<file path="src/shared/hta_pkg.sv">
// Constants and types shared by the throttle-time and alert-mask block
package hta_pkg;

    // ------------------------------------------------------------
    // Register offsets
    // ------------------------------------------------------------
    localparam logic [7:0] ADDR_TIMER   = 8'h0f;
    localparam logic [7:0] ADDR_STATUS1 = 8'h10;
    localparam logic [7:0] ADDR_STATUS2 = 8'h11;
    localparam logic [7:0] ADDR_MASK1   = 8'h12;
    localparam logic [7:0] ADDR_MASK2   = 8'h13;
    localparam logic [7:0] ADDR_LIMIT   = 8'h1e;

    // ------------------------------------------------------------
    // Values after reset
    // ------------------------------------------------------------
    localparam logic [7:0] RST_TIMER = 8'h00;
    localparam logic [7:0] RST_MASK1 = 8'h00;
    localparam logic [5:0] RST_MASK2 = 6'h00;
    localparam logic [7:0] RST_LIMIT = 8'h00;
    localparam logic [7:0] RST_RDATA = 8'h00;

    // ------------------------------------------------------------
    // Field positions, widths and counter values
    // ------------------------------------------------------------
    localparam int STAT1_SUMMARY_BIT = 7;
    localparam int STAT2_HOT_BIT     = 1;
    localparam int STAT2_WIDTH       = 6;
    localparam logic [7:0] TIMER_FIRST_VALUE = 8'h01;
    localparam logic [7:0] TIMER_STEP_START  = 8'h02;
    localparam logic [7:0] TIMER_FULL_SCALE  = 8'hff;

    // ------------------------------------------------------------
    // Timing
    // ------------------------------------------------------------
    localparam int CLK_PERIOD_NS  = 4;
    localparam int TICK_NS        = 1000;
    localparam int TICK_CYCLES    = TICK_NS / CLK_PERIOD_NS;
    localparam int FIRST_TIME_MS  = 50;
    localparam int STEP_TIME_10US = 2276;
    localparam int FIRST_TICKS    = (FIRST_TIME_MS * 1000000) / TICK_NS;
    localparam int STEP_TICKS     = (STEP_TIME_10US * 10000) / TICK_NS;

    // ------------------------------------------------------------
    // Types
    // ------------------------------------------------------------
    typedef enum logic [1:0] {
        HTA_IDLE  = 2'b00,
        HTA_FIRST = 2'b01,
        HTA_STEP  = 2'b10
    } hta_state_type;

    typedef struct packed {
        logic       rd;
        logic       wr;
        logic [7:0] addr;
        logic [7:0] wdata;
    } hta_reg_req_type;

    // Live out-of-limit levels from the measurement logic
    typedef struct packed {
        logic analog_one_or_remote_two;
        logic analog_two_input;
        logic supply_out;
        logic remote_diode_one;
        logic local_sensor;
        logic tach_one_slow;
        logic tach_two_slow;
        logic thermistor_a_fault;
        logic thermistor_b_fault;
        logic diode_one_fault;
        logic diode_two_fault;
        logic critical_temp_trip;
    } hta_cond_type;

endpackage

</file>
<file path="src/hdl/hta_tick_div.sv">
// Enable-gated divider producing the accumulation tick
`timescale 1ns/1ps
module hta_tick_div (
    input  wire logic i_clk,
    input  wire logic i_rstn,
    input  wire logic i_en,
    input  wire logic i_clr,
    output logic      o_tick
);
    import hta_pkg::*;

    localparam logic [7:0] LAST = 8'(TICK_CYCLES - 1);

    logic [7:0] cnt;
    wire        wrap = i_en && (cnt == LAST);

    // Phase is held while disabled so paused time is not lost
    always_ff @(posedge i_clk or negedge i_rstn) begin
        if (!i_rstn) begin
            cnt    <= 8'h00;
            o_tick <= 1'b0;
        end else if (i_clr) begin
            cnt    <= 8'h00;
            o_tick <= 1'b0;
        end else begin
            cnt    <= wrap ? 8'h00 : (i_en ? cnt + 8'h01 : cnt);
            o_tick <= wrap;
        end
    end
endmodule

</file>
<file path="src/hdl/hta_sticky_flag.sv">
// One sticky status flag where a set beats a same-cycle clear
`timescale 1ns/1ps
module hta_sticky_flag (
    input  wire logic i_clk,
    input  wire logic i_rstn,
    input  wire logic i_set,
    input  wire logic i_clr,
    output logic      o_flag
);
    always_ff @(posedge i_clk or negedge i_rstn) begin
        if (!i_rstn) begin
            o_flag <= 1'b0;
        end else begin
            o_flag <= i_set | (o_flag & ~i_clr);
        end
    end
endmodule

</file>
<file path="src/hdl/hta_top.sv">
// Throttle-time accumulator, limit compare, sticky status and alert masking
`timescale 1ns/1ps

// Overview of operation
// - Mask gates alert only; status still sets
// - First mask: summary, analog, supply, temps, fans
// - Second mask: thermistor, diode, throttle, critical faults
// - Count only while throttle input asserted
// - Read clears counter; saturate at full scale
// - Bit0 first, then bit1 past 50 ms
// - Counter read clears throttle-limit status flag
// - Read during assertion restarts at one
// - Count above limit sets flag and alert
// - Limit zero first assertion, one after 50ms
// - Limit spans first assertion to seconds
// - Status flags sticky until read when clear
// - Second status bit1 reports limit exceeded
// - First status bit7 summarises second register
module hta_top #(
    parameter logic [15:0] P_FIRST_TICKS = 16'(hta_pkg::FIRST_TICKS),
    parameter logic [15:0] P_STEP_TICKS  = 16'(hta_pkg::STEP_TICKS)
) (
    input  wire logic                     i_clk,
    input  wire logic                     i_rstn,
    input  wire logic                     i_processor_hot_n,
    input  wire hta_pkg::hta_cond_type    i_cond,
    input  wire hta_pkg::hta_reg_req_type i_req,
    output logic [7:0]                    o_reg_rdata,
    output logic                          o_reg_ack,
    output logic                          o_alert_n
);
    import hta_pkg::*;

    // ------------------------------------------------------------
    // Register access decode
    // ------------------------------------------------------------
    wire hit_timer   = (i_req.addr == ADDR_TIMER);
    wire hit_status1 = (i_req.addr == ADDR_STATUS1);
    wire hit_status2 = (i_req.addr == ADDR_STATUS2);
    wire hit_mask1   = (i_req.addr == ADDR_MASK1);
    wire hit_mask2   = (i_req.addr == ADDR_MASK2);
    wire hit_limit   = (i_req.addr == ADDR_LIMIT);

    wire rd_timer   = i_req.rd && hit_timer;
    wire rd_status1 = i_req.rd && hit_status1;
    wire rd_status2 = i_req.rd && hit_status2;
    wire wr_mask1   = i_req.wr && hit_mask1;
    wire wr_mask2   = i_req.wr && hit_mask2;
    wire wr_limit   = i_req.wr && hit_limit;

    // ------------------------------------------------------------
    // Software registers
    // ------------------------------------------------------------
    logic [7:0] alert_mask_first;
    logic [5:0] alert_mask_second;
    logic [7:0] throttle_time_limit;

    always_ff @(posedge i_clk or negedge i_rstn) begin
        if (!i_rstn) begin
            alert_mask_first <= RST_MASK1;
        end else if (wr_mask1) begin
            alert_mask_first <= i_req.wdata;
        end
    end

    // Upper two bits of the second mask are not kept and read zero
    always_ff @(posedge i_clk or negedge i_rstn) begin
        if (!i_rstn) begin
            alert_mask_second <= RST_MASK2;
        end else if (wr_mask2) begin
            alert_mask_second <= i_req.wdata[5:0];
        end
    end

    always_ff @(posedge i_clk or negedge i_rstn) begin
        if (!i_rstn) begin
            throttle_time_limit <= RST_LIMIT;
        end else if (wr_limit) begin
            throttle_time_limit <= i_req.wdata;
        end
    end

    // ------------------------------------------------------------
    // Throttle-time accumulation
    // ------------------------------------------------------------
    // Throttle pin is taken as already synchronous to the clock
    wire           hot_active = ~i_processor_hot_n;
    wire           tick;
    hta_state_type state;
    hta_state_type next_state;
    logic [7:0]    throttle_time_counter;
    logic [7:0]    next_count;
    logic [15:0]   sub_acc;
    logic [15:0]   next_sub_acc;

    // Divider runs only while asserted, so pauses keep partial time
    hta_tick_div u_tick_div (
        .i_clk  (i_clk),
        .i_rstn (i_rstn),
        .i_en   (hot_active),
        .i_clr  (rd_timer),
        .o_tick (tick)
    );

    wire first_done = (sub_acc == P_FIRST_TICKS - 16'h0001);
    wire step_done  = (sub_acc == P_STEP_TICKS - 16'h0001);
    wire saturated  = (throttle_time_counter == TIMER_FULL_SCALE);

    // ------------------------------------------------------------
    // Measurement sequencing
    // ------------------------------------------------------------
    // A counter read restarts the measurement, divider phase included
    always_comb begin
        next_state   = state;
        next_count   = throttle_time_counter;
        next_sub_acc = sub_acc;
        if (rd_timer) begin
            next_state   = HTA_IDLE;
            next_count   = RST_TIMER;
            next_sub_acc = 16'h0000;
            if (hot_active) begin
                next_state = HTA_FIRST;
                next_count = TIMER_FIRST_VALUE;
            end
        end else begin
            unique case (state)
                HTA_IDLE: begin
                    if (hot_active) begin
                        next_state = HTA_FIRST;
                        next_count = TIMER_FIRST_VALUE;
                    end
                end
                HTA_FIRST: begin
                    if (tick) begin
                        if (first_done) begin
                            next_state   = HTA_STEP;
                            next_count   = TIMER_STEP_START;
                            next_sub_acc = 16'h0000;
                        end else begin
                            next_sub_acc = sub_acc + 16'h0001;
                        end
                    end
                end
                HTA_STEP: begin
                    // Full scale freezes the count until a read
                    if (tick && !saturated) begin
                        if (step_done) begin
                            next_count   = throttle_time_counter + 8'h01;
                            next_sub_acc = 16'h0000;
                        end else begin
                            next_sub_acc = sub_acc + 16'h0001;
                        end
                    end
                end
                default: begin
                    next_state = HTA_IDLE;
                end
            endcase
        end
    end

    // ------------------------------------------------------------
    // Counter state registers
    // ------------------------------------------------------------
    always_ff @(posedge i_clk or negedge i_rstn) begin
        if (!i_rstn) begin
            state <= HTA_IDLE;
        end else begin
            state <= next_state;
        end
    end

    always_ff @(posedge i_clk or negedge i_rstn) begin
        if (!i_rstn) begin
            throttle_time_counter <= RST_TIMER;
        end else begin
            throttle_time_counter <= next_count;
        end
    end

    always_ff @(posedge i_clk or negedge i_rstn) begin
        if (!i_rstn) begin
            sub_acc <= 16'h0000;
        end else begin
            sub_acc <= next_sub_acc;
        end
    end

    // ------------------------------------------------------------
    // Limit compare
    // ------------------------------------------------------------
    // Compare the post-read value so a read clears the flag unless
    // a zero limit re-arms it on an ongoing assertion
    wire hot_exceeded = (next_count > throttle_time_limit);

    // ------------------------------------------------------------
    // Sticky status flags
    // ------------------------------------------------------------
    wire [6:0] cond1 = {i_cond.analog_one_or_remote_two,
                        i_cond.analog_two_input,
                        i_cond.supply_out,
                        i_cond.remote_diode_one,
                        i_cond.local_sensor,
                        i_cond.tach_one_slow,
                        i_cond.tach_two_slow};
    wire [5:0] cond2 = {i_cond.thermistor_a_fault,
                        i_cond.thermistor_b_fault,
                        i_cond.diode_one_fault,
                        i_cond.diode_two_fault,
                        hot_exceeded,
                        i_cond.critical_temp_trip};

    logic [6:0] status1_flags;
    logic [5:0] status2_flags;
    logic [5:0] clr2;

    // ------------------------------------------------------------
    // Status clear terms
    // ------------------------------------------------------------
    // Flags clear on a status read only once the cause is gone
    always_comb begin
        clr2 = {STAT2_WIDTH{rd_status2}} & ~cond2;
        clr2[STAT2_HOT_BIT] = rd_timer | (rd_status2 & ~hot_exceeded);
    end

    genvar gi;
    generate
        for (gi = 0; gi < 7; gi++) begin : g_stat1
            hta_sticky_flag u_flag (
                .i_clk  (i_clk),
                .i_rstn (i_rstn),
                .i_set  (cond1[gi]),
                .i_clr  (rd_status1 & ~cond1[gi]),
                .o_flag (status1_flags[gi])
            );
        end
        for (gi = 0; gi < STAT2_WIDTH; gi++) begin : g_stat2
            hta_sticky_flag u_flag (
                .i_clk  (i_clk),
                .i_rstn (i_rstn),
                .i_set  (cond2[gi]),
                .i_clr  (clr2[gi]),
                .o_flag (status2_flags[gi])
            );
        end
    endgenerate

    // ------------------------------------------------------------
    // Status register views
    // ------------------------------------------------------------
    // Summary is live, so it drops as soon as the second register clears
    wire       second_status_summary = |status2_flags;
    wire [7:0] status1_view = {second_status_summary, status1_flags};
    wire [7:0] status2_view = {2'b00, status2_flags};

    // ------------------------------------------------------------
    // Alert generation
    // ------------------------------------------------------------
    // Masks gate only the pin; flags above are set regardless
    wire [6:0] live1 = status1_flags & ~alert_mask_first[6:0];
    wire [5:0] live2 = status2_flags & ~alert_mask_second;
    wire       gate2 = ~alert_mask_first[STAT1_SUMMARY_BIT];
    wire       any_live = (|live1) | (gate2 & (|live2));

    // Pin comes from a flop so it cannot glitch while flags settle
    always_ff @(posedge i_clk or negedge i_rstn) begin
        if (!i_rstn) begin
            o_alert_n <= 1'b1;
        end else begin
            o_alert_n <= ~any_live;
        end
    end

    // ------------------------------------------------------------
    // Read data
    // ------------------------------------------------------------
    // Unmapped reads return zero rather than a stale byte
    wire [7:0] rd_mux =
        hit_timer   ? throttle_time_counter :
        hit_status1 ? status1_view :
        hit_status2 ? status2_view :
        hit_mask1   ? alert_mask_first :
        hit_mask2   ? {2'b00, alert_mask_second} :
        hit_limit   ? throttle_time_limit :
                      RST_RDATA;

    // Every access is answered, mapped or not, so the host never stalls
    always_ff @(posedge i_clk or negedge i_rstn) begin
        if (!i_rstn) begin
            o_reg_ack <= 1'b0;
        end else begin
            o_reg_ack <= i_req.rd | i_req.wr;
        end
    end

    // Data holds between reads so a slow host can still pick it up
    always_ff @(posedge i_clk or negedge i_rstn) begin
        if (!i_rstn) begin
            o_reg_rdata <= RST_RDATA;
        end else if (i_req.rd) begin
            o_reg_rdata <= rd_mux;
        end
    end

endmodule

</file>
<file path="config.mk">
export PLATFORM = sky130hd
export DESIGN_NAME = hta_top
export DESIGN_NICKNAME = d
export VERILOG_FILES = /design/src/shared/hta_pkg.sv /design/src/hdl/hta_tick_div.sv /design/src/hdl/hta_sticky_flag.sv /design/src/hdl/hta_top.sv
export SDC_FILE = /design/constraint.sdc
export NUM_CORES = 1
export LEC_CHECK = 0
export ABC_CLOCK_PERIOD_IN_PS = 4100
export BUFFER_PORTS_ARGS = -buffer_cell sky130_fd_sc_hd__buf_2
export CORE_UTILIZATION = 62
export CTS_BUF_LIST = sky130_fd_sc_hd__clkbuf_8
export DETAILED_ROUTE_END_ITERATION = 10
export PLACE_DENSITY = 0.83
export SLEW_MARGIN = 20
export SYNTH_ARGS = -nofsm -noshare
export SYNTH_HDL_FRONTEND = slang
export SYNTH_SLANG_ARGS = --single-unit
export TNS_END_PERCENT = 100
</file>
<file path="constraint.sdc">
create_clock -name i_clk -period 4.1 [get_ports i_clk]
set_input_delay 0.615 -clock i_clk [delete_from_list [all_inputs] [get_ports i_clk]]
set_output_delay 0.615 -clock i_clk [all_outputs]
set_load 0.05 [all_outputs]
</file>
### Word-level counts from Yosys, hierarchy flattened

Index checks and enable logic that the tools add are counted.

* register bits: 80
* input bits: 33
* output and inout bits: 10

* $add $sub $neg: 3
* $lt $le $gt $ge: 1
* equality and inequality tests: 18
* mux-type cells: 30
* bitwise logic cells: 68
* reductions and logical operators: 16

Operator list (number)
* $mux W8: 15
* $mux W16: 5
* $eq A8 B5 Y1 const B: 5
* $pmux W16 S2: 1
* $not A1 Y1: 24
* $pmux W8 S3: 1
* $and A1 B1 Y1: 22
* $add A16 B1 Y16 const B: 1
* $add A8 B1 Y8 const B: 2
* $eq A16 B15 Y1 const B: 1
* $eq A16 B16 Y1 const B: 1
* $eq A8 B8 Y1 const B: 2
* $or A1 B1 Y1: 16
* $and A6 B6 Y6: 2
* $not A6 Y6: 2
* $reduce_or A6 Y1: 2
* $ne A3 B3 Y1 const B: 3
* $eq A8 B4 Y1 const B: 1
* $gt A8 B8 Y1: 1
* $logic_and A1 B1 Y1: 8
* $mux W2: 4
* $and A7 B7 Y7: 1
* $not A7 Y7: 1
* $reduce_or A7 Y1: 1
* other kinds (12): 14

### Longest topological paths before layout

* word-level depth: 13
* mapped depth: 13
* depth with buffers taken out: 12

### Modules after synthesis

A second synthesis with hierarchy kept.

* cell total of the unflattened synthesis: 497
* area, all modules: 4709.5 um^2

Modules (own cells, without submodules)
* hta_top: instances 1, cells an instance 405, area each 3748.6 um^2
* hta_tick_div: instances 1, cells an instance 53, area each 489.2 um^2
* hta_sticky_flag: instances 13, cells an instance 3, area each 36.3 um^2

### Worst setup path after synthesis

OpenSTA, ideal clock, no wires.

* path kind: input port to flip-flop
* start: in i_req[12] (netlist bit)
* end: reg g_stat2[1].u_flag.o_flag
* setup time: 0.135 ns
* data arrival time: 2.787 ns
* data required time: 3.965 ns
* path slack: 1.178 ns
* stages on the path: 12
* path buffers: 1
* cell sequence: nor4_1 > nand4_1 > nand2b_1 > clkbuf_1 > nor4b_1 > a211o_1 > ha_1 > a21o_1 > a21oi_1 > nor2b_1 > o22ai_1 > o311ai_1

* longest elaborated chain between the ends: 10
* elaborated cells between the ends (all ways): 12
* those cells by class: order compare (1); eq/ne (2); mux (1); bitwise (6); reduce/logical (2)

Ends and longest elaborated chain
* start: declaration: line hta_top.sv:27 `input wire hta_pkg::hta_reg_req_type i_req,`
* $eq A8 B4 Y1 *: line hta_top.sv:37 `wire hit_timer = (i_req.addr == ADDR_TIMER);`
* $logic_and A1 B1 Y1 *: line hta_top.sv:44 `wire rd_timer = i_req.rd && hit_timer;`
* $mux W8 *: line hta_top.sv:117 `if (rd_timer) begin`
* net next_count[5]: line hta_top.sv:92 `logic [7:0] next_count;`
* $gt A8 B8 Y1 *: line hta_top.sv:194 `wire hot_exceeded = (next_count > throttle_time_limit);`
* $not A1 Y1: line hta_top.sv:223 `clr2[STAT2_HOT_BIT] = rd_timer | (rd_status2 & ~hot_exceeded);`
* $and A1 B1 Y1: line hta_top.sv:223
* $or A1 B1 Y1: line hta_top.sv:223
* $not A1 Y1: line hta_sticky_flag.sv:14 `o_flag <= i_set | (o_flag & ~i_clr);`
* $and A1 B1 Y1: line hta_sticky_flag.sv:14
* $or A1 B1 Y1 *: line hta_sticky_flag.sv:14
* end signal: assignment: line hta_sticky_flag.sv:14
* end: declaration: line hta_sticky_flag.sv:8 `output logic o_flag`

Mark *: on every way through the listed nets, which the timed path passes. The rest lies on a longest branch.
A chain may end at the register's enable or synchronous reset.

### Worst setup path after layout

* start: reg sub_acc[4]
* end: reg g_stat2[1].u_flag.o_flag

* longest elaborated chain between the ends: 12
* elaborated cells between the ends (all ways): 15
* those cells by class: order compare (1); eq/ne (2); mux (6); bitwise (6)

Ends and longest elaborated chain
* start: declaration: line hta_top.sv:93 `logic [15:0] sub_acc;`
* start signal: assignment: line hta_top.sv:185 `sub_acc <= next_sub_acc;`
* $eq A16 B15 Y1 or $eq A16 B16 Y1 (tied branches): line hta_top.sv:106, hta_top.sv:105
* $mux W8, on equally long branches: line hta_top.sv:147, hta_top.sv:135
* $mux W8, on equally long branches: line hta_top.sv:146, hta_top.sv:134
* $pmux W8 S3 *: line hta_top.sv:126 `unique case (state)`
* $mux W8 *: line hta_top.sv:117
* net next_count[5]: line hta_top.sv:92
* $gt A8 B8 Y1 *: line hta_top.sv:194
* $not A1 Y1: line hta_top.sv:223
* $and A1 B1 Y1: line hta_top.sv:223
* $or A1 B1 Y1: line hta_top.sv:223
* $not A1 Y1: line hta_sticky_flag.sv:14
* $and A1 B1 Y1: line hta_sticky_flag.sv:14
* $or A1 B1 Y1 *: line hta_sticky_flag.sv:14

Marks and branches as above.

==> metrics.csv <==
metric;value;unit
outcome;finished, final reports clean;
vias;3982;
clkPwrFrac;31.5;%
worstSetupPathDepth;11;
critPathBufInv;0;
regToRegStartpoint;sub_acc[4];
syn_to_final_growth;9.89;%
reg2reg_depth;11;
max-cap-violations;0;
dp_hpwl;7930;um
die_w;87.1;um
netlist_instances;469;
io_pins;43;
gp_congestion;0.884;
clock.fmax;313;MHz
vias_per_cell;6.61;
grt_max_degree;81;
start_kind;flop;
crit_path_end;g_stat2[1].u_flag.o_flag;
r2r_setup_slack;900;ps
hold_violations;0;
intPower;1210;uW
sw_frac_of_total;29.7;%
yosys_warnings;0;
clk_pin_slew;80;ps
critPathSlowestCell;or4b_4;
worst_pin_slew;1060;ps
reg2reg_to;g_stat2[1].u_flag.o_flag;
post_cts_buffers;0;
clk_latency;360;ps
grt_pass1_vias;3884;
ys_seq_area_share;44.6;%
cts_buffers;9;
nets;546;
start_util;65.1;%
fin_setup_tns;0;ps
drc;0;
endpoint_kind;flop;
powerDensity;348;nW/um^2
slowest_delay;600;ps
synth-edff-count;0;
clock_path_buffers;2;
rsz0062_at_grt;false;
irDropWorstVdd;0.253;mV
ant_nets;0;
synthArstFlopShare;100;%
synth_ff_type;dfrtp_1;
grt_pass1_wl;18800;um
p_sw;511;uW
synth_area;4490;um^2
dieArea;7590;um^2
grt_antenna_before_repair;0;
worstPathCellList;or4b_4 -> a211o_1 -> nor3_2 -> a31oi_1 -> a211o_1 -> ha_1 -> a21o_1 -> a21oi_1 -> nor2b_1 -> o22ai_1 -> o311ai_1;
setup_viol;0;
cp_max_fo;7;
diodes;0;
port_buffers;42;
nFillCells;546;
power_frac_seq;53.3;%
cp.arrival;3430;ps
comb_power_share;15.2;%
cp_common_cell;a211o_1;
ctsHoldBuffers;0;
critPathRequiredTime;4330;ps
drt-wirelength-per-cell;18.4;um
relSlewSlack;29.0;%
synth_common_cells;dfrtp_1 (79), nand2_1 (39), a21oi_1 (29);
syn-num-nets;514;
die_h;87.1;um
cts_root_buffer;clkbuf_8;
yosysUniqueCellTypes;63;
ys_seq_elements;80;
yosys.cell_count.top_type;dfrtp_1;
drive_above_1_share;18.0;%
clock_skew;7.72;ps
std_cell_rows;30;
cp-startpoint;sub_acc[4];
coreArea;6910;um^2
crit_family;compound AO/OA/AOI/OAI gates;
finalCriticalPeriod;3200;ps
yosys.area.top_type;dfrtp_1;
htreeDepth;3;
synth.area.top_cells;dfrtp_1 (44%), mux2_2 (4.5%), ha_1 (3.3%);
cts_tree;yes;
leakage;0.00212;uW
grt_usage;32.1;%
dr.pass1.iters;5;
synth.avg_cell_area;9.58;um^2
slew_violations;0;
finalPower;1720;uW
netlist.area_leader.share;44.0;%
cts.sinks;80;
post_cts_resized;0;
hold_class;in -> async;
path_class;reg -> reg;
routed_wl;11100;um
gr-total-overflow;0;
fin_crit_sh;78.0;%
drt_iter0_markers;404;
==> worst reg2reg max path, delay by kind of cell, from the launching register on <==
kind	cells	cell delay, ps
AO/OA/AOI/OAI	7	1370
adder cells (fa/ha/maj)	1	300
flip-flops	1	440
AND/OR/NAND/NOR	3	960
==> through the flow <==
stage / instance area, um^2 / setup WS [ps] / hold slack [ps] / instances / util (%)
4_1_cts: 4940 / 920 / 422 / 602 / 71.5
2_1_floorplan: 4490 / 1180 / 319 / 469 / -
6_report: 4940 / 900 / 415 / 602 / 71.5
3_5_place_dp: 4750 / 841 / 507 / 586 / 68.8
3_3_place_gp: 4750 / 983 / 497 / 586 / 68.8
5_1_grt: 4940 / 671 / 428 / 602 / 71.5
==> cell type report <==
type,instances,area [um^2],area share (%)
Clock buffer,11,151,3.07
Clock inverter,5,32.5,0.659
Inverter,24,90.1,1.82
Multi-Input combinational cell,342,2310,46.8
Sequential cell,80,2000,40.6
Tap cell,96,120,2.43
Timing Repair Buffer,44,228,4.61
==> worst min-delay path by stage <==
stage / from / end / slack, ps / cells after the start
CTS: i_cond[2] / g_stat2[3].u_flag.o_flag / 420 / 2
floorplan: i_rstn / alert_mask_first[0] / 320 / 0
detailed placement: g_stat1[6].u_flag.o_flag / g_stat1[6].u_flag.o_flag / 510 / 1
global route: i_cond[4] / g_stat2[5].u_flag.o_flag / 430 / 2
global placement: g_stat1[6].u_flag.o_flag / g_stat1[6].u_flag.o_flag / 500 / 1
finish: i_rstn / sub_acc[8] / 420 / 1
==> per-layer routing <==
metal | global-route usage [%] | vias to the layer above | wire length, um
met3 | 7.87 | 38 | 814
met2 | 52.3 | 187 | 5360
met5 | 0 | - | 0
met4 | 12.7 | 0 | 301
li1 | - | 1825 | -
met1 | 41.3 | 1932 | 4590
==> cells by family (layout without fill, tap and decap cells) <==
logic type,count (synthesis),count (layout),share of synthesized area (%)
mux,27,27,6.54
fa+ha+maj,12,12,3.34
simple gates,167,167,20.6
flops,80,80,44.6
compound gates,130,130,19.8
buf+inv,47,84,3.95
xor+xnor,6,6,1.17
==> power by group through the flow <==
stage,clock (uW),sequential (uW),combinational (uW)
floorplan,0,918,176
global placement,0,928,244
detailed placement,0,927,257
CTS,546,913,259
global route,580,923,292
finish,541,915,260
==> registers in the layout, indices dropped and copies added, names as in the netlist <==
signal                 flops
sub_acc                   16
alert_mask_first           8
o_reg_rdata                8
throttle_time_counter      8
throttle_time_limit        8
u_tick_div.cnt             8
g_stat1.u_flag.o_flag      7
alert_mask_second          6
g_stat2.u_flag.o_flag      6
state                      2
o_alert_n                  1
o_reg_ack                  1
u_tick_div.o_tick          1
==> cell usage in the layout (no fill, tap or decap), types with 11 or more instances in the layout <==
cell type,count
nand2_1,39
mux2_2,18
dfrtp_1,79
ha_1,12
clkbuf_8,11
nand4_1,11
a22oi_1,12
buf_2,41
a21o_1,14
o22ai_1,14
nor2_1,23
nand3_1,17
inv_1,25
a21oi_1,29
No activity file was read; power rests on OpenSTA's default activity.
